==> src/core/gpio_port_pkg.sv <==
// Constants and carrier types for the four-bank general purpose I/O port.
// Assumes offsets are relative to the runtime register block base, decoded outside.
package gpio_port_pkg;

  localparam int NUM_PINS = 22;
  localparam int PIN_IDX_W = 5;

  // Data banks C, D, E and F at consecutive offsets.
  localparam logic [7:0] DATA_C_OFS = 8'h4D;
  localparam logic [7:0] DATA_D_OFS = 8'h4E;
  localparam logic [7:0] DATA_E_OFS = 8'h4F;
  localparam logic [7:0] DATA_F_OFS = 8'h50;
  localparam logic [7:0] BANK_COUNT = 8'h04;

  // One configuration register per pin, pin index added to the base.
  localparam logic [7:0] CFG_BASE_OFS = 8'h30;
  localparam logic [7:0] CFG_COUNT = 8'h16;

  // Wake and interrupt registers, one per bank except the single global wake register.
  localparam logic [7:0] WAKE_STS_OFS = 8'h60;
  localparam logic [7:0] WAKE_EN_OFS = 8'h64;
  localparam logic [7:0] GLOBAL_WAKE_OFS = 8'h68;
  localparam logic [7:0] SMI_STS_OFS = 8'h69;
  localparam logic [7:0] SMI_CLR_OFS = 8'h6D;
  localparam logic [7:0] SMI_EN_OFS = 8'h71;

  // Configuration field values and reset state.
  localparam logic [7:0] CFG_RESET = 8'h01;
  localparam logic [7:0] CFG_WR_MASK = 8'h8F;
  localparam logic [1:0] FUNC_GPIO = 2'h0;
  localparam logic [1:0] FUNC_ALT1 = 2'h1;
  localparam logic [1:0] FUNC_ALT2 = 2'h2;
  localparam logic [1:0] FUNC_ALT3 = 2'h3;

  // Pins whose either-edge function sits at alternate 2 or alternate 3.
  localparam logic [21:0] EITHER_EDGE_INTERRUPT_ALT2_PINS = 22'h300200;
  localparam logic [21:0] EITHER_EDGE_INTERRUPT_ALT3_PINS = 22'h000800;
  // Pin carrying the device-disable register control as alternate 1.
  localparam logic [21:0] DEVICE_DISABLE_REG_CONTROL_PINS = 22'h000800;

  localparam logic [21:0] PIN_ZERO = 22'h000000;
  localparam logic [7:0] BYTE_ZERO = 8'h00;
  localparam logic [7:0] BYTE_ONES = 8'hFF;

  typedef struct packed {
    logic openDrain;
    logic [2:0] rsvd;
    logic [1:0] func;
    logic invert;
    logic dirIn;
  } pinCfg_t;

  typedef struct packed {
    logic [7:0] addr;
    logic [7:0] wdata;
    logic wr;
    logic rd;
  } regReq_t;

endpackage

==> src/core/gpio_port_with_wake_status.sv <==
// General purpose I/O banks C to F with per-pin configuration, wake status and SMI status.
// Assumes bus address is the offset inside the runtime block and pins are synchronous.
`timescale 1ns/1ns
`default_nettype none

module gpio_port_with_wake_status
  import gpio_port_pkg::*;
(
  input wire logic core_clk, // System clock, 20 MHz.
  input wire logic reset, // Asynchronous reset, active high.
  input wire regReq_t busReq, // Register request: address, data, strobes.
  output logic [7:0] rdData, // Read data, valid the cycle after the read.
  input wire logic [NUM_PINS-1:0] pinIn, // Level seen on each pin.
  output logic [NUM_PINS-1:0] pinOut, // Level driven on each pin.
  output logic [NUM_PINS-1:0] pinOe, // High while the pin is driven.
  input wire logic [NUM_PINS-1:0] altOut, // Alternate function output value.
  input wire logic [NUM_PINS-1:0] altOe, // Alternate function drive request.
  output logic [NUM_PINS-1:0] altIn, // Pin value towards alternate functions.
  output logic pme, // Power management event, level.
  output logic smiIrq // Interrupt, high while an enabled SMI status is set.
);

  // Extract one bank from a pin vector; unused bank bits come back as zero.
  function automatic logic [7:0] getBank(input logic [21:0] v, input logic [1:0] b);
    logic [7:0] r;
    r = BYTE_ZERO;
    case (b)
      2'h0: r = v[7:0];
      2'h1: r = {4'h0, v[11:8]};
      2'h2: r = v[19:12];
      default: r = {6'h00, v[21:20]};
    endcase
    return r;
  endfunction

  // Place a bank byte at its pin positions; reserved bank bits are dropped.
  function automatic logic [21:0] spread(input logic [7:0] v, input logic [1:0] b);
    logic [21:0] r;
    r = PIN_ZERO;
    case (b)
      2'h0: r = {14'h0000, v};
      2'h1: r = {10'h000, v[3:0], 8'h00};
      2'h2: r = {2'h0, v, 12'h000};
      default: r = {v[1:0], 20'h00000};
    endcase
    return r;
  endfunction

  // Replace one bank of a pin vector with a written byte.
  function automatic logic [21:0] merge(input logic [21:0] old, input logic [7:0] v,
                                        input logic [1:0] b);
    return (old & ~spread(BYTE_ONES, b)) | spread(v, b);
  endfunction

  // True when an offset falls inside a four-register run that starts at base.
  function automatic logic inRun(input logic [7:0] a, input logic [7:0] base);
    logic [7:0] rel;
    rel = a - base;
    return rel < BANK_COUNT;
  endfunction

  // The bank maps in the functions above are written out for 22 pins in four banks,
  // so any other package sizing is refused at elaboration.
  if (NUM_PINS != 22) begin : gPinCountCheck
    $error("gpio port: bank map needs exactly 22 pins");
  end
  if (CFG_COUNT != 8'(NUM_PINS)) begin : gCfgCountCheck
    $error("gpio port: one configuration register per pin is required");
  end
  if ((1 << PIN_IDX_W) < NUM_PINS) begin : gIdxWidthCheck
    $error("gpio port: pin index too narrow for the pin count");
  end
  if (BANK_COUNT != 8'h04) begin : gBankCountCheck
    $error("gpio port: decode expects four data banks");
  end

  // Stored configuration and pin state.
  pinCfg_t cfgQ [NUM_PINS];
  logic [21:0] dataQ;
  logic [21:0] dataD;
  logic [21:0] pinPrevQ;
  logic edgeArmQ;

  // Event status and enables.
  logic [21:0] wakeStsQ;
  logic [21:0] wakeStsD;
  logic [21:0] wakeEnQ;
  logic globalWakeQ;
  logic [21:0] smiStsQ;
  logic [21:0] smiStsD;
  logic [21:0] smiEnQ;

  // Registered outputs and read data.
  logic [21:0] pinOutQ;
  logic [21:0] pinOeQ;
  logic [21:0] altInQ;
  logic pmeQ;
  logic smiIrqQ;
  logic [7:0] rdDataQ;
  logic [7:0] rdDataD;

  // Address decode.
  wire logic [7:0] addr = busReq.addr;
  wire logic [7:0] wdata = busReq.wdata;

  wire logic [7:0] dataRel = addr - DATA_C_OFS;
  wire logic dataHit = inRun(addr, DATA_C_OFS);
  wire logic [7:0] cfgRel = addr - CFG_BASE_OFS;
  wire logic cfgHit = cfgRel < CFG_COUNT;
  // Out-of-range offsets fold to pin 0 so the array is never indexed past its end.
  wire logic [PIN_IDX_W-1:0] cfgIdx = cfgHit ? cfgRel[PIN_IDX_W-1:0] : '0;

  wire logic [7:0] wStsRel = addr - WAKE_STS_OFS;
  wire logic wStsHit = inRun(addr, WAKE_STS_OFS);
  wire logic [7:0] wEnRel = addr - WAKE_EN_OFS;
  wire logic wEnHit = inRun(addr, WAKE_EN_OFS);
  wire logic gWakeHit = addr == GLOBAL_WAKE_OFS;
  wire logic [7:0] sStsRel = addr - SMI_STS_OFS;
  wire logic sStsHit = inRun(addr, SMI_STS_OFS);
  wire logic [7:0] sClrRel = addr - SMI_CLR_OFS;
  wire logic sClrHit = inRun(addr, SMI_CLR_OFS);
  wire logic [7:0] sEnRel = addr - SMI_EN_OFS;
  wire logic sEnHit = inRun(addr, SMI_EN_OFS);

  wire logic dataWr = busReq.wr && dataHit;
  wire logic dataRd = busReq.rd && dataHit;
  wire logic cfgWr = busReq.wr && cfgHit;
  wire logic wStsWr = busReq.wr && wStsHit;
  wire logic wEnWr = busReq.wr && wEnHit;
  wire logic gWakeWr = busReq.wr && gWakeHit;
  wire logic sClrWr = busReq.wr && sClrHit;
  wire logic sEnWr = busReq.wr && sEnHit;

  wire logic [21:0] dataBankMask = spread(BYTE_ONES, dataRel[1:0]);

  // Per-pin views of configuration and pad logic.
  logic [21:0] dirIn;
  logic [21:0] inv;
  logic [21:0] isGpio;
  logic [21:0] eetiSel;
  logic [21:0] polEff;
  logic [21:0] drvVal;
  logic [21:0] drvReq;
  logic [21:0] oeD;
  logic [21:0] outD;
  logic [21:0] edgeEv;
  logic [21:0] dataView;

  genvar i;
  generate
    for (i = 0; i < NUM_PINS; i++) begin : gPin
      assign dirIn[i] = cfgQ[i].dirIn;
      assign inv[i] = cfgQ[i].invert;
      assign isGpio[i] = cfgQ[i].func == FUNC_GPIO;
      assign eetiSel[i] = (EITHER_EDGE_INTERRUPT_ALT2_PINS[i] && cfgQ[i].func == FUNC_ALT2) ||
                          (EITHER_EDGE_INTERRUPT_ALT3_PINS[i] && cfgQ[i].func == FUNC_ALT3);
      assign polEff[i] = inv[i] && !eetiSel[i] &&
                         !(DEVICE_DISABLE_REG_CONTROL_PINS[i] && cfgQ[i].func == FUNC_ALT1);
      // Drive data with polarity; alternates drive on request, except the either-edge interrupt function.
      assign drvVal[i] = isGpio[i] ? (dataQ[i] ^ inv[i]) : (altOut[i] ^ polEff[i]);
      assign drvReq[i] = isGpio[i] ? !dirIn[i] : (altOe[i] && !eetiSel[i]);
      // Open-drain only pulls low.
      // A released open-drain pin relies on the board pull-up for its high level.
      assign oeD[i] = drvReq[i] && (cfgQ[i].openDrain ? !drvVal[i] : 1'b1);
      assign outD[i] = cfgQ[i].openDrain ? 1'b0 : drvVal[i];
      // Edge select, either edge when that function is chosen.
      assign edgeEv[i] = edgeArmQ && (eetiSel[i] ? (pinIn[i] ^ pinPrevQ[i]) :
                         (inv[i] ? (pinPrevQ[i] && !pinIn[i]) : (pinIn[i] && !pinPrevQ[i])));
      // Input value seen by the host; outputs show stored bit.
      assign dataView[i] = dirIn[i] ? (pinIn[i] ^ inv[i]) : dataQ[i];
    end
  endgenerate

  // Writes only land on output pins; reads latch inputs.
  // Lanes are the pins of the addressed bank that a write or a read may touch.
  wire logic [21:0] wrLane = dataBankMask & ~dirIn;
  wire logic [21:0] rdLane = dataBankMask & dirIn;
  wire logic [21:0] dataAfterWr = (dataQ & ~wrLane) | (spread(wdata, dataRel[1:0]) & wrLane);
  wire logic [21:0] dataAfterRd = (dataQ & ~rdLane) | (dataView & rdLane);
  assign dataD = dataWr ? dataAfterWr :
                 dataRd ? dataAfterRd :
                 dataQ;

  // Status registers are sticky: only a written one clears a bit.
  // Write one clears; a new edge in the same cycle wins.
  wire logic [21:0] wakeClr = wStsWr ? spread(wdata, wStsRel[1:0]) : PIN_ZERO;
  assign wakeStsD = (wakeStsQ & ~wakeClr) | edgeEv;
  // SMI status per pin, cleared through its clear register.
  wire logic [21:0] smiClr = sClrWr ? spread(wdata, sClrRel[1:0]) : PIN_ZERO;
  assign smiStsD = (smiStsQ & ~smiClr) | edgeEv;

  // Reserved data and status bits read as zero through getBank.
  wire logic [7:0] cfgRdVal = cfgQ[cfgIdx] & CFG_WR_MASK;
  wire logic [7:0] dataRdVal = getBank(dataView, dataRel[1:0]);
  wire logic [7:0] wStsRdVal = getBank(wakeStsQ, wStsRel[1:0]);
  wire logic [7:0] wEnRdVal = getBank(wakeEnQ, wEnRel[1:0]);
  wire logic [7:0] gWakeRdVal = {7'h00, globalWakeQ};
  wire logic [7:0] sStsRdVal = getBank(smiStsQ, sStsRel[1:0]);
  wire logic [7:0] sEnRdVal = getBank(smiEnQ, sEnRel[1:0]);
  assign rdDataD = !busReq.rd ? BYTE_ZERO :
                   dataHit ? dataRdVal :
                   cfgHit ? cfgRdVal :
                   wStsHit ? wStsRdVal :
                   wEnHit ? wEnRdVal :
                   gWakeHit ? gWakeRdVal :
                   sStsHit ? sStsRdVal :
                   sEnHit ? sEnRdVal :
                   BYTE_ZERO;

  // Configuration storage; reset selects the GPIO function.
  // Configuration bits 6:4 are not stored, so they read back as zero.
  always_ff @(posedge core_clk or posedge reset) begin
    if (reset) begin
      for (int p = 0; p < NUM_PINS; p++) begin
        cfgQ[p] <= pinCfg_t'(CFG_RESET);
      end
    end else if (cfgWr) begin
      cfgQ[cfgIdx] <= pinCfg_t'(wdata & CFG_WR_MASK);
    end
  end

  always_ff @(posedge core_clk or posedge reset) begin
    if (reset) begin
      dataQ <= PIN_ZERO;
    end else begin
      dataQ <= dataD;
    end
  end

  // The previous pin level resets to zero, which would look like a rising edge on every
  // pulled-up pin; edges are therefore ignored until one real sample has been taken.
  always_ff @(posedge core_clk or posedge reset) begin
    if (reset) begin
      pinPrevQ <= PIN_ZERO;
      edgeArmQ <= 1'h0;
    end else begin
      pinPrevQ <= pinIn;
      edgeArmQ <= 1'h1;
    end
  end

  always_ff @(posedge core_clk or posedge reset) begin
    if (reset) begin
      wakeStsQ <= PIN_ZERO;
      smiStsQ <= PIN_ZERO;
    end else begin
      wakeStsQ <= wakeStsD;
      smiStsQ <= smiStsD;
    end
  end

  always_ff @(posedge core_clk or posedge reset) begin
    if (reset) begin
      wakeEnQ <= PIN_ZERO;
    end else if (wEnWr) begin
      wakeEnQ <= merge(wakeEnQ, wdata, wEnRel[1:0]);
    end
  end

  always_ff @(posedge core_clk or posedge reset) begin
    if (reset) begin
      globalWakeQ <= 1'h0;
    end else if (gWakeWr) begin
      globalWakeQ <= wdata[0];
    end
  end

  always_ff @(posedge core_clk or posedge reset) begin
    if (reset) begin
      smiEnQ <= PIN_ZERO;
    end else if (sEnWr) begin
      smiEnQ <= merge(smiEnQ, wdata, sEnRel[1:0]);
    end
  end

  // Pads and events are registered so every output comes from a flip-flop.
  // The cost is one cycle of latency from pin or register change to the pad.
  always_ff @(posedge core_clk or posedge reset) begin
    if (reset) begin
      pinOutQ <= PIN_ZERO;
      pinOeQ <= PIN_ZERO;
      altInQ <= PIN_ZERO;
    end else begin
      pinOutQ <= outD;
      pinOeQ <= oeD;
      altInQ <= pinIn ^ polEff;
    end
  end

  always_ff @(posedge core_clk or posedge reset) begin
    if (reset) begin
      pmeQ <= 1'h0;
      smiIrqQ <= 1'h0;
    end else begin
      pmeQ <= globalWakeQ && |(wakeStsQ & wakeEnQ);
      // Enabled SMI status raises the interrupt.
      smiIrqQ <= |(smiStsQ & smiEnQ);
    end
  end

  // Read data falls back to zero when no read is pending, so it stands one cycle.
  always_ff @(posedge core_clk or posedge reset) begin
    if (reset) begin
      rdDataQ <= BYTE_ZERO;
    end else begin
      rdDataQ <= rdDataD;
    end
  end

  assign rdData = rdDataQ;
  assign pinOut = pinOutQ;
  assign pinOe = pinOeQ;
  assign altIn = altInQ;
  assign pme = pmeQ;
  assign smiIrq = smiIrqQ;

endmodule

`default_nettype wire

==> config.mk <==
export PLATFORM = sky130hd
export DESIGN_NAME = gpio_port_with_wake_status
export DESIGN_NICKNAME = d
export VERILOG_FILES = /design/src/core/gpio_port_pkg.sv /design/src/core/gpio_port_with_wake_status.sv
export SDC_FILE = /design/constraint.sdc
export NUM_CORES = 1
export LEC_CHECK = 0
export BUFFER_PORTS_ARGS = -buffer_cell sky130_fd_sc_hd__buf_2
export CORE_ASPECT_RATIO = 0.5
export CORE_MARGIN = 5
export CORE_UTILIZATION = 40
export CTS_CLUSTER_SIZE = 24
export DETAILED_ROUTE_END_ITERATION = 7
export GPL_TIMING_DRIVEN = 0
export PLACE_DENSITY = 0.65
export SETUP_SLACK_MARGIN = 0.15
export SYNTH_ARGS = -nofsm -noshare
export SYNTH_HDL_FRONTEND = slang
export SYNTH_SLANG_ARGS = --single-unit
==> constraint.sdc <==
create_clock -name core_clk -period 13.9 [get_ports core_clk]
set_input_delay 1.39 -clock core_clk [delete_from_list [all_inputs] [get_ports core_clk]]
set_output_delay 1.39 -clock core_clk [all_outputs]
set_load 0.01 [all_outputs]
==> flow_results.org, run 1 <==
** Run status
- The run finished with clean final reports.

** Yosys
- Area contributors post-synth :: sky130_fd_sc_hd__dfrtp_1 (45%), sky130_fd_sc_hd__mux2_2 (13%), sky130_fd_sc_hd__mux2i_1 (4.4%)
- When the netlist entered floorplanning its net count stood at 1644.
- The biggest area contributor in the post-synthesis netlist is sky130_fd_sc_hd__dfrtp_1.
- Among all cell types in the netlist, the one instantiated most often is sky130_fd_sc_hd__dfrtp_1.
- Area share of the largest cell type after synthesis :: 44.6%
- Synth cell count leaders :: sky130_fd_sc_hd__dfrtp_1 (298), sky130_fd_sc_hd__mux2_2 (194), sky130_fd_sc_hd__nor2_1 (149)
- The most used flip-flop cell after synthesis is sky130_fd_sc_hd__dfrtp_1.
- The synthesized netlist contains 71 unique library cells.
- Total of flip-flops plus latches after synthesis :: 320
- Yosys printed 0 warnings.
- The cell count after synthesis came out at 1543.
- Sequential fraction of the synthesis area :: 48.0%
- The synthesized netlist occupies a cell area of 16700 um2.
- Share of synthesized flip-flops with an asynchronous set or reset :: 100%
- EDFF count, synth :: 0
- Dividing the synthesized area by the synthesized cell count gives 10.8 um2.

** Placement
- The congestion estimate from routability-driven global placement came to 0.992.
- Input and output buffers added on the ports amount to 149.
- The wire-length estimate of the detail-placed layout is 45300 um.

** Power
- Proportion of power drawn by flip-flops and latches :: 44.6%
- Summed over all nets, the switching power comes to 0.675 mW.
- Per report_power, the combinational group accounts for 16.2% of the total.
- VDD sags by at most 0.0655 mV.
- Power per cell area :: 124 nW/um2
- Summed over all cells, the static leakage comes to 8.60 nW.
- Clock Power Share :: 39.2%
- In this run switching power makes up 28.2% of total power.
- Internal power of the cells :: 1.72 mW

** Cells and area
- # nets final :: 1831
- Counting the fill cells in the layout gives 3907.
- Share of layout cells above drive strength 1 :: 27.3%
- Antenna cell count :: 0
- Area growth, synth to finish :: 15.7%

** Worst setup path
- The worst setup path is launched from an input pin.
- Reg2Reg Launch Point :: cfgQ[145]
- Worst R2R Setup Slack :: 11.48 ns
- In this run the worst path has a maximum fanout of 10.
- The critical path is of the input pin to flip-flop type.
- The worst register-to-register path ends at rdData[3].
- Element type at the critical path end :: flip-flop
- Required arrival time at the worst endpoint :: 14.31 ns
- Arrival time at the worst endpoint :: 4.99 ns
- Counting cells, the worst reg-to-reg path comes to 6.

** Clock network
- Clock-pin slew was measured on the worst setup and hold paths at 0.06 ns.
- Insertion delay of the later-clocked pin in the worst-skew pair :: 0.53 ns
- Hold buffers post-CTS :: 0
- Cts repair resizes :: 0
- TritonCTS sink count :: 320
- The H-tree generated during clock tree synthesis spans 2 levels.
- TritonCTS built the clock tree.
- Maximum clock insertion buffer count :: 3
- Number of CTS-inserted buffers :: 34
- Setup repair bufs after CTS :: 0
- Clock tree synthesis selected as its root buffer the cell sky130_fd_sc_hd__clkbuf_16.

** Timing
- Fraction of the cycle the final worst path needs :: 32.9%
- In the final timing run, aggregate negative setup slack is 0 ns.
- The worst path needs 4.58 ns of the cycle, external delays included.
- The number of slew-limit violations in the final report is 0.
- RSZ-0062 raised after global routing :: no
- The number of endpoints with negative hold slack in the final report was 0.
- Setup violations remaining at the end of the flow were counted as 0.
- Max Freq :: 0.218 GHz
- Worst-case hold slack :: 0.484 ns
- At the pin with the least slew margin, the transition time is 1.21 ns.
- Measured against its own limit, the worst slew margin works out to 19.3%.
- Final Skew :: 0.0135 ns

** Route
- Total number of vias :: 13600
- In this run, the number of DRC markers left after iteration 0 of detailed routing was 1476.
- # DRC :: 0
- Wires add up to 60500 um.
- WL per Instance :: 26.2 um
- Length of the first detailed-routing pass in iterations :: 5
- Count of nets left with antenna violations after detail routing :: 0
- Routed vias/inst :: 5.92

** Floorplanning
- In this run the core area contains 53 standard-cell rows.
- Die ar. :: 46300 um2
- Starting utilization of the core area :: 40.2%
- Top-level port count :: 162
- Die extent in x :: 299 um
- Area of the placeable core :: 41600 um2
- From bottom edge to top edge, the die measures 155 um.

** Min path
- Worst-case hold path end point :: pinOut[1]
- Worst hold path cell count :: 1
- HP Start :: cfgQ[167]
- The min-delay analysis places its worst path in the category flip-flop to flip-flop.

** GRT
- Global Route Usage Sum :: 25.8%
- Global routing finished with a remaining overflow of 0.
- Number of global-route vias before repair :: 13600
- Global-route wire length before repair :: 88900 um
- The number of antenna violations at the first check in global routing came to 5.
- Entering global routing, the biggest net connects 122 pins.

** Job
- Max-cap check violation count :: 0
kinds of logic after synthesis:
| group | count (synthesis) | synth area share (%) |
|---|---|---|
| buffers and inverters | 120 | 2.89 |
| flip-flops | 320 | 48.0 |
| adder cells (fa/ha/maj) | 15 | 1.12 |
| multiplexers | 284 | 19.7 |
| XOR/XNOR | 55 | 2.88 |
| other | 1 | 0.0224 |
| AND/OR/NAND/NOR | 450 | 12.3 |
| AO/OA/AOI/OAI | 298 | 13.0 |
cell usage in the layout, fill, tap and decap left out, types with 7 or more instances in the layout:
master,count
sky130_fd_sc_hd__ha_1,15
sky130_fd_sc_hd__xor2_1,11
sky130_fd_sc_hd__o31ai_1,11
sky130_fd_sc_hd__a21o_1,33
sky130_fd_sc_hd__dfstp_2,22
sky130_fd_sc_hd__o211ai_1,10
sky130_fd_sc_hd__nor3_1,29
sky130_fd_sc_hd__inv_1,36
sky130_fd_sc_hd__o221ai_1,11
sky130_fd_sc_hd__mux2_2,194
sky130_fd_sc_hd__clkbuf_16,37
sky130_fd_sc_hd__a211oi_2,11
sky130_fd_sc_hd__a22oi_1,15
sky130_fd_sc_hd__clkbuf_1,68
sky130_fd_sc_hd__dfrtp_1,298
sky130_fd_sc_hd__and2_1,8
sky130_fd_sc_hd__nand4_1,10
sky130_fd_sc_hd__mux4_2,17
sky130_fd_sc_hd__nor2_1,149
sky130_fd_sc_hd__o22ai_1,7
sky130_fd_sc_hd__a22o_1,14
sky130_fd_sc_hd__nand3_1,26
sky130_fd_sc_hd__a31oi_1,8
sky130_fd_sc_hd__nor2b_1,49
sky130_fd_sc_hd__a21oi_1,58
sky130_fd_sc_hd__o21ai_0,32
sky130_fd_sc_hd__nand2b_1,11
sky130_fd_sc_hd__xnor2_1,44
sky130_fd_sc_hd__a211oi_1,25
sky130_fd_sc_hd__mux2i_1,73
sky130_fd_sc_hd__buf_2,169
sky130_fd_sc_hd__nand2_1,147
sky130_fd_sc_hd__a221oi_1,22
metal layers:
layer | GRT usage (%) | routed length [um]
met1 | 35.1 | 25100
met4 | 7.61 | 1970
met3 | 8.47 | 6800
met5 | 0 | 34
met2 | 39.6 | 26500
worst max path at each step:
stage | start | endpoint | slack, ns | cells after the start
CTS | busReq[14] | flip-flop | 9.55 | 11
global placement | reset | smiEnQ[1] | 0.0005 | 2
finish | busReq[14] | cfgQ[121] | 9.32 | 11
global route | busReq[14] | cfgQ[131] | 9.31 | 11
floorplan | reset | asynchronous set/reset pin | 3.69 | 1
detailed placement | busReq[14] | flip-flop | 9.01 | 11
area by class of cell:
cell class	instances	area (um2)	share of cell area [%]
buffer	82	340	1.76
clock buffer	54	1050	5.42
clock inverter	6	82.6	0.426
inverter	38	150	0.775
multi-input combinational	1103	8220	42.4
sequential	320	8040	41.5
tap	550	688	3.55
timing repair buffer	151	801	4.14
critical path, cell delays in order:
cell and delay, ns:
sky130_fd_sc_hd__buf_2 0.16, sky130_fd_sc_hd__clkbuf_1 0.48, sky130_fd_sc_hd__inv_1 0.21, sky130_fd_sc_hd__ha_1 0.24, sky130_fd_sc_hd__clkbuf_1 0.24, sky130_fd_sc_hd__a211oi_1 0.39
sky130_fd_sc_hd__nand2_1 0.13, sky130_fd_sc_hd__clkbuf_1 0.30, sky130_fd_sc_hd__nor2_1 0.59, sky130_fd_sc_hd__nand2_1 0.45, sky130_fd_sc_hd__mux2_2 0.39
power by group through the flow:
| stage | clock (mW) | sequential [mW] | combinational (mW) |
|---|---|---|---|
| floorplan | 0 | 1.08 | 0.220 |
| global placement | 0 | 1.08 | 0.378 |
| detailed placement | 0 | 1.08 | 0.384 |
| CTS | 0.947 | 1.06 | 0.386 |
| global route | 0.988 | 1.07 | 0.420 |
| finish | 0.938 | 1.07 | 0.389 |
metrics by stage:
step                      power, mW  area, um2  utilization [%]  setup WS (ns)  cells
after global routing           2.48      19400             46.5           9.31   2304
final                          2.39      19400             46.5           9.32   2304
after CTS                      2.40      19400             46.5           9.55   2304
after detailed placement       1.46      18200             43.8           9.01   2244
after global placement         1.46      18200             43.6       0.000532   2242
after floorplan                1.30      16700                -           3.69   1543
(Power assumes the default switching activity.)
==> run 2, diff against run 1 <==
--- a/config.mk
+++ b/config.mk
@@ -12,7 +12,7 @@
 export CTS_CLUSTER_SIZE = 24
 export DETAILED_ROUTE_END_ITERATION = 7
 export GPL_TIMING_DRIVEN = 0
-export PLACE_DENSITY = 0.65
+export PLACE_DENSITY = 0.67
 export SETUP_SLACK_MARGIN = 0.15
 export SYNTH_ARGS = -nofsm -noshare
 export SYNTH_HDL_FRONTEND = slang
==> constraint.sdc (replaced) <==
create_clock -name core_clk -period 3.7 [get_ports core_clk]
set_input_delay 0.37 -clock core_clk [delete_from_list [all_inputs] [get_ports core_clk]]
set_output_delay 0.37 -clock core_clk [all_outputs]
set_load 0.01 [all_outputs]
==> flow_results.org, run 2 (synthesis results as in run 1) <==
** GRT
- The pin count of the biggest net entering global routing is 42 (-66%).
- Global-route wire length before repair :: 89700 um (+0.85%)
- The number of antenna violations at the first check in global routing was 1 (-4).
- Remaining Overflow, GRT :: 0 (unchanged)
- The number of global-route vias before repair was 13700 (+0.98%).
- Global Route Usage Sum :: 25.8% (+0.029 points)

** Clock network
- Clock input transition at the sequential cells of the worst setup and hold paths :: 0.07 ns (about the same)
- The cell sitting at the root of the clock tree is a sky130_fd_sc_hd__clkbuf_16.
- The maximum count of clock buffers along a single path is 3 (unchanged).
- Number of CTS-inserted buffers :: 34 (unchanged)
- The total number of H-tree levels was 2 (unchanged).
- The insertion delay of the later-clocked pin in the worst-skew pair is 0.54 ns (about the same).
- Clock tree from TritonCTS :: yes
- Cts repair resizes :: 0 (unchanged)
- TritonCTS sink count :: 320 (unchanged)
- Setup repair bufs after CTS :: 0 (unchanged)

** Floorplanning
- Area of the placeable core :: 41600 um2 (unchanged)
- Vertical extent of the die :: 155 um (unchanged)
- Row count :: 53 (unchanged)
- The overall die area is 46300 um2 (unchanged).
- The starting density of the core is 40.2% (unchanged).
- Top-level port count :: 162 (unchanged)
- The die width came to 299 um (unchanged).

** Route
- The post-detailed-route count of antenna-violating nets is 0 (unchanged).
- The post-route DRC violation count came to 0 (unchanged).
- The DRC violation total after the first TritonRoute iteration came to 1546 (+4.7%).
- The number of iterations in the first detailed-routing pass was 5 (unchanged).
- The post-detailed-routing wire length came to 60700 um (+0.37%).
- WL per Instance :: 26.1 um (-0.71%)
- The routed via count is 13700 (+0.82%).
- The detailed-route vias per instance is 5.90 (-0.26%).

** Worst setup path
- CP Cell Sequence :: buf_2, buf_2, buf_2, buf_2, buf_2, mux2i_1, nor2_1, o311ai_0, a21oi_1
- Worst R2R Setup Slack :: 1.46 ns (-10.02 ns)
- For this design, the slowest cell found on the critical path is sky130_fd_sc_hd__o311ai_0.
- Maximum net fanout on the critical path :: 10 (unchanged)
- The peak per-stage delay on the critical path came to 0.61 ns (+0.02 ns).
- Worst Path Class, Setup :: input pin to flip-flop
- The required time of the critical path was 4.08 ns (-10.23 ns).
- Arrival time at the worst endpoint :: 3.57 ns (-1.42 ns)
- Element type at the critical path end :: flip-flop
- Most common cell on crit path :: sky130_fd_sc_hd__buf_2
- Sort of element at the start of the critical path :: input pin

** Timing
- Final min period :: 3.19 ns
- The final-report setup violation count is 0 (unchanged).
- Slack of the critical path :: 0.513 ns (-8.81 ns)
- Worst-case hold slack :: 0.0122 ns (-0.472 ns)
- RSZ-0062 raised after global routing :: no
- Derived from the worst setup path, the maximum achievable clock frequency is 0.314 GHz.
- The worst setup skew after layout was 0.0161 ns (+0.00253 ns).
- The number of endpoints with negative hold slack in the final report was 0 (unchanged).
- Slew at the pin closest to its max-slew limit :: 1.23 ns (+0.0221 ns)
- The number of slew-limit violations in the final report was 0 (unchanged).
- Fraction of the cycle the final worst path needs :: 86.1%
- Relative slew slack :: 17.9% (-1.5 points)

** Cells and area
- Most common cell after layout, fill and taps aside :: sky130_fd_sc_hd__dfrtp_1
- The top cell types in the final layout, fill and taps aside, are sky130_fd_sc_hd__dfrtp_1 (298), sky130_fd_sc_hd__mux2_2 (194), sky130_fd_sc_hd__buf_2 (169), sky130_fd_sc_hd__nor2_1 (149), sky130_fd_sc_hd__nand2_1 (147).
- # nets final :: 1854 (+1.3%)
- The post-route cell area came to 19700 um2 (+1.5%).
- Area growth, synth to finish :: 17.5%
- Share of layout cells above drive strength 1 :: 27.5% (+0.18 points)
- FILL cells :: 3827 (-2.0%)
- The final antenna diode count is 0 (unchanged).
- Non-filler instance count after layout :: 2329 (+1.1%)

** Placement
- The placed wire-length estimate is 45600 um (+0.65%).
- The number of buffers added on ports is 149 (unchanged).
- The post-detailed-placement cell area was 18400 um2 (+0.67%).
- Final Wtd Congestion :: 1.01 (+1.4%)
- Worst-case setup slack after placement :: -0.254 ns (-9.27 ns)
- The number of placed instances, taps included came to 2251 (+0.31%).

** Run status
- The flow ran to the end, and the final reports show no timing, DRC or antenna violations.

** Power
- Power per cell area :: 460 nW/um2 (+270%)
- The total power after layout was 9.04 mW (+280%).
- The leakage power summed over all cells was 8.73 nW (+1.5%).
- Max IR drop VDD :: 0.249 mV (+280%)

** Job
- Max-cap check violation count :: 0 (unchanged)

** Min path
- In this run the worst hold path is classified as input pin to flip-flop.
[run 2: cell types whose count changed in the layout (fill, tap and decap cells not counted), moves of 2 or more]
| cell | before | now |
|---|---|---|
| sky130_fd_sc_hd__inv_6 | 0 | 2 |
| sky130_fd_sc_hd__dlygate4sd3_1 | 0 | 17 |
| sky130_fd_sc_hd__clkbuf_8 | 6 | 9 |
| sky130_fd_sc_hd__buf_16 | 2 | 0 |
| sky130_fd_sc_hd__clkbuf_16 | 37 | 34 |
| sky130_fd_sc_hd__clkinv_8 | 0 | 2 |
| sky130_fd_sc_hd__buf_12 | 0 | 9 |
| sky130_fd_sc_hd__clkbuf_1 | 68 | 66 |
[run 2: worst paths after layout]
check / from / end / depth (start not counted)
worst min register to register: cfgQ[103] / pinOut[9] / 1
worst max register to register: cfgQ[169] / rdData[0] / 5
min in group asynchronous: reset / cfgQ[47] / 3
worst min-delay path: pinIn[16] / pinPrevQ[16] / 1
worst max-delay path: busReq[11] / rdData[4] / 9
max in group asynchronous: reset / cfgQ[112] / 6
[run 2: metrics by stage]
stage	TNS (ns)	util, %
4_1_cts	0	47.2
3_3_place_gp	-881.52	43.6
5_1_grt	0	47.2
2_1_floorplan	-273.81	-
3_5_place_dp	-11.43	44.1
6_report	0	47.2
[run 2: repair_timing]
action	CTS	global route
hold endpoints to repair	30	0
endpoints found under the setup margin	0	12
hold buffers	17	0
[run 2: power by group]
group	leakage (nW)	total (mW)	internal (mW)	switching, mW
sequential	3.91	4.01	3.79	0.220
combinational	4.26	1.49	0.598	0.894
clock	0.555	3.53	2.04	1.49
total	8.73	9.04	6.43	2.61
[run 2: worst max-delay path: cells and delay by family]
kind	cells	cell delay (ns)
AO/OA/AOI/OAI	2	0.79
buffers and inverters	5	2.07
multiplexers	1	0.25
AND/OR/NAND/NOR	1	0.05
[run 2: routing by layer]
layer	up-vias	global-route usage, %	share of wire (%)
met4	2	7.81	3.2
li1	5973	-	-
met1	6937	35.4	42
met3	132	7.52	10
met5	-	0	0.021
met2	705	39.9	45
[run 2: final cells by class]
| type | instances | area [um2] | area share (%) |
|---|---|---|---|
| clock inverter | 9 | 128 | 0.649 |
| sequential | 320 | 8040 | 40.9 |
| inverter | 38 | 146 | 0.745 |
| clock buffer | 53 | 1010 | 5.15 |
| tap | 550 | 688 | 3.50 |
| multi-input combinational | 1103 | 8220 | 41.8 |
| buffer | 81 | 337 | 1.71 |
| timing repair buffer | 175 | 1100 | 5.58 |
==> run 3, diff against run 2 <==
--- a/config.mk
+++ b/config.mk
@@ -8,11 +8,11 @@
 export BUFFER_PORTS_ARGS = -buffer_cell sky130_fd_sc_hd__buf_2
 export CORE_ASPECT_RATIO = 0.5
 export CORE_MARGIN = 5
-export CORE_UTILIZATION = 40
+export CORE_UTILIZATION = 45
 export CTS_CLUSTER_SIZE = 24
 export DETAILED_ROUTE_END_ITERATION = 7
 export GPL_TIMING_DRIVEN = 0
-export PLACE_DENSITY = 0.67
+export PLACE_DENSITY = 0.73
 export SETUP_SLACK_MARGIN = 0.15
 export SYNTH_ARGS = -nofsm -noshare
 export SYNTH_HDL_FRONTEND = slang
==> flow_results.org, run 3 (synthesis results as in run 1) <==
** Cells and area
- Top library cells by usage in the layout, fill and taps aside :: sky130_fd_sc_hd__dfrtp_1 (298), sky130_fd_sc_hd__mux2_2 (194), sky130_fd_sc_hd__buf_2 (169), sky130_fd_sc_hd__nor2_1 (149), sky130_fd_sc_hd__nand2_1 (147)
- The count of fill cells added during filler insertion is 3192 (-17%).
- The number of standard cells in the final layout excluding fillers came to 2261 (-2.9%).
- # nets final :: 1857 (+0.16%)
- Total area of multi-input combinational cells :: 8220 um2 (unchanged)
- Sequential cell area :: 8040 um2 (unchanged)
- Final core utilization :: 53.6% (+6.4 points)
- Area growth, synth to finish :: 16.2%
- The library cell used most frequently in the layout, excluding fill and tap cells, is sky130_fd_sc_hd__dfrtp_1.
- The post-route cell area is 19500 um2 (-1.0%).
- The share of cells above drive strength 1 is 26.9% (-0.61 points).

** GRT
- The overall fraction of global-route tracks in use was 29.2% (+3.4 points).
- The first-pass GRT wire length came to 91200 um (+1.7%).
- Number of global-route vias before repair :: 13900 (+1.0%)
- Number of antenna violations at the first check in global routing :: 2 (+1)
- The pin count of the biggest net entering global routing is 44 (+4.8%).
- Remaining Overflow, GRT :: 0 (unchanged)

** Route
- Length of the first detailed-routing pass in iterations :: 6 (+1)
- The DRC violation total after the first TritonRoute iteration was 1881 (+22%).
- The detailed-route vias per instance was 6.25 (+5.8%).
- Total number of vias :: 14100 (+2.7%)
- # DRC :: 0 (unchanged)
- Drt total wl :: 61200 um (+0.93%)
- WL per Instance :: 27.1 um (+4.0%)
- Count of nets left with antenna violations after detail routing :: 0 (unchanged)

** Worst setup path
- The signal on the critical path passes through buf_2, clkbuf_1, inv_1, ha_1, clkbuf_1, a211oi_1, nand2_1, clkbuf_1, nor2_1, nand2_1, mux2_2.
- Required arrival time at the worst endpoint :: 4.17 ns (+0.09 ns)
- The critical path is of the input pin to flip-flop type.
- Most common cell on crit path :: sky130_fd_sc_hd__clkbuf_1
- The setup slack on the worst flop-to-flop path was 1.37 ns (-0.09 ns).
- The largest fanout on the critical path is 10 (unchanged).
- Depth of the worst register-to-register path :: 6 (+1)
- Arrival time at the worst endpoint :: 4.00 ns (+0.43 ns)
- End of the worst register-to-register path :: rdData[3]
- Element type at the critical path end :: flip-flop
- Reg2Reg Launch Point :: cfgQ[145]
- Max stage delay on crit path :: 0.57 ns (-0.04 ns)
- STA classifies the critical path startpoint as an input pin.
- Launch point of the worst path :: busReq[14]
- Cell at the slowest stage of the critical path :: sky130_fd_sc_hd__nor2_1

** Power
- The maximum vdd ir drop was 0.361 mV (+45%).
- The leakage power summed over all cells was 8.66 nW (-0.74%).
- Power per cell area :: 445 nW/um2 (-3.2%)
- The total power after layout was 8.65 mW (-4.2%).

** Clock network
- TritonCTS sink count :: 320 (unchanged)
- Total number of H-tree levels :: 1 (-1)
- Clock input transition at the sequential cells of the worst setup and hold paths :: 0.06 ns (about the same)
- Clock tree from TritonCTS :: yes
- Number of CTS-inserted buffers :: 30 (-12%)
- Setup repair bufs after CTS :: 0 (unchanged)
- The insertion delay of the later-clocked pin in the worst-skew pair was 0.59 ns (+0.05 ns).
- Maximum clock insertion buffer count :: 3 (unchanged)
- Cts repair resizes :: 0 (unchanged)
- Hold buffers post-CTS :: 23 (+6)
- Clock tree synthesis selected as its root buffer the cell sky130_fd_sc_hd__clkbuf_16.

** Timing
- Hold Violations, Final :: 0 (unchanged)
- Final min period :: 3.53 ns (+0.344 ns)
- Slew at the pin closest to its max-slew limit :: 1.17 ns (-0.0602 ns)
- Setup repair after global routing left no endpoint under its margin.
- Relative slew slack :: 21.9% (+4.0 points)
- The maximum frequency from static timing analysis came to 0.283 GHz (-9.7%).
- Final Skew :: 0.0158 ns (-0.000325 ns)
- Fraction of the cycle the final worst path needs :: 95.4% (+9.3 points)
- Max-slew violation count :: 0 (unchanged)
- The worst slack on hold paths was 0.0572 ns (+0.0451 ns).
- The final-report setup violation count is 0 (unchanged).

** Placement
- Cell Area, Placed :: 18300 um2 (-0.45%)
- DPL Wire Length :: 45600 um (+0.10%)
- IO Port Bufs :: 149 (unchanged)
- Final Wtd Congestion :: 1.01 (+0.65%)
- DP Cell Count :: 2185 (-2.9%)

** Floorplanning
- The die width was 283 um (-5.5%).
- Starting utilization of the core area :: 46.1% (+5.9 points)
- The number of I/O pins came to 162 (unchanged).
- The chip height was 146 um (-5.3%).
- Area of the placeable core :: 36300 um2 (-13%)
- Row count :: 49 (-7.5%)
- The overall die area came to 41400 um2 (-11%).

** Min path
- HP Start :: altOe[3]
- The path class of the tightest hold or removal check is input pin to flip-flop.
- The worst hold path stage count is 3 (+2).
- Worst-case hold path end point :: pinOe[3]

** Run status
- Outcome :: finished, final reports clean

** Job
- Max-cap check violation count :: 0 (unchanged)
[run 3: cell count changes in the layout (fill, tap and decap cells not counted)]
cell | before | now
sky130_fd_sc_hd__clkbuf_8 | 9 | 4
sky130_fd_sc_hd__inv_6 | 2 | 0
sky130_fd_sc_hd__clkinv_2 | 2 | 3
sky130_fd_sc_hd__dlygate4sd3_1 | 17 | 23
sky130_fd_sc_hd__clkinvlp_4 | 2 | 1
sky130_fd_sc_hd__clkbuf_1 | 66 | 68
sky130_fd_sc_hd__diode_2 | 0 | 2
sky130_fd_sc_hd__clkbuf_16 | 34 | 31
sky130_fd_sc_hd__clkinv_8 | 2 | 0
[run 3: layer usage]
layer,GRT usage (%),vias up,wire [um]
met1,42.1,7193,25800
met3,8.26,132,6870
met5,0,-,13
li1,-,5981,-
met2,43.4,817,26600
met4,8.05,2,1890
[run 3: final cells by class]
cell class	instances	share of cell area, %
Clock inverter	5	0.386
Clock buffer	46	4.48
Antenna cell	2	0.0257
Tap cell	484	3.11
Sequential cell	320	41.3
Multi-Input combinational cell	1103	42.2
Timing Repair Buffer	181	5.94
Buffer	82	1.75
Inverter	38	0.753
[run 3: per-stage QoR]
| stage | setup slack, ns | setup TNS (ns) |
|---|---|---|
| after global placement | -2.84 | -859.25 |
| after global routing | 0.162 | 0 |
| after CTS | 0.410 | 0 |
| after floorplan | -0.919 | -273.81 |
| final | 0.169 | 0 |
| after detailed placement | -0.193 | -4.42 |
[run 3: worst max path at each step]
stage	endpoint	slack, ns	cells after the start
floorplan	asynchronous set/reset pin	-0.92	1
global placement	smiEnQ[9]	-2.84	2
detailed placement	cfgQ[121]	-0.19	11
CTS	cfgQ[123]	0.41	11
global route	cfgQ[121]	0.16	11
finish	cfgQ[121]	0.17	11
[run 3: worst max-delay path: cells and delay by family]
family / cells / cell delay (ns)
AND/OR/NAND/NOR: 3 / 1.16
buffers and inverters: 5 / 1.39
adder cells (fa/ha/maj): 1 / 0.24
multiplexers: 1 / 0.40
AO/OA/AOI/OAI: 1 / 0.43
[run 3: where the power goes]
| group | internal (mW) | leakage [nW] | switching [mW] |
|---|---|---|---|
| clock | 1.75 | 0.464 | 1.39 |
| combinational | 0.603 | 4.29 | 0.905 |
| sequential | 3.79 | 3.91 | 0.224 |
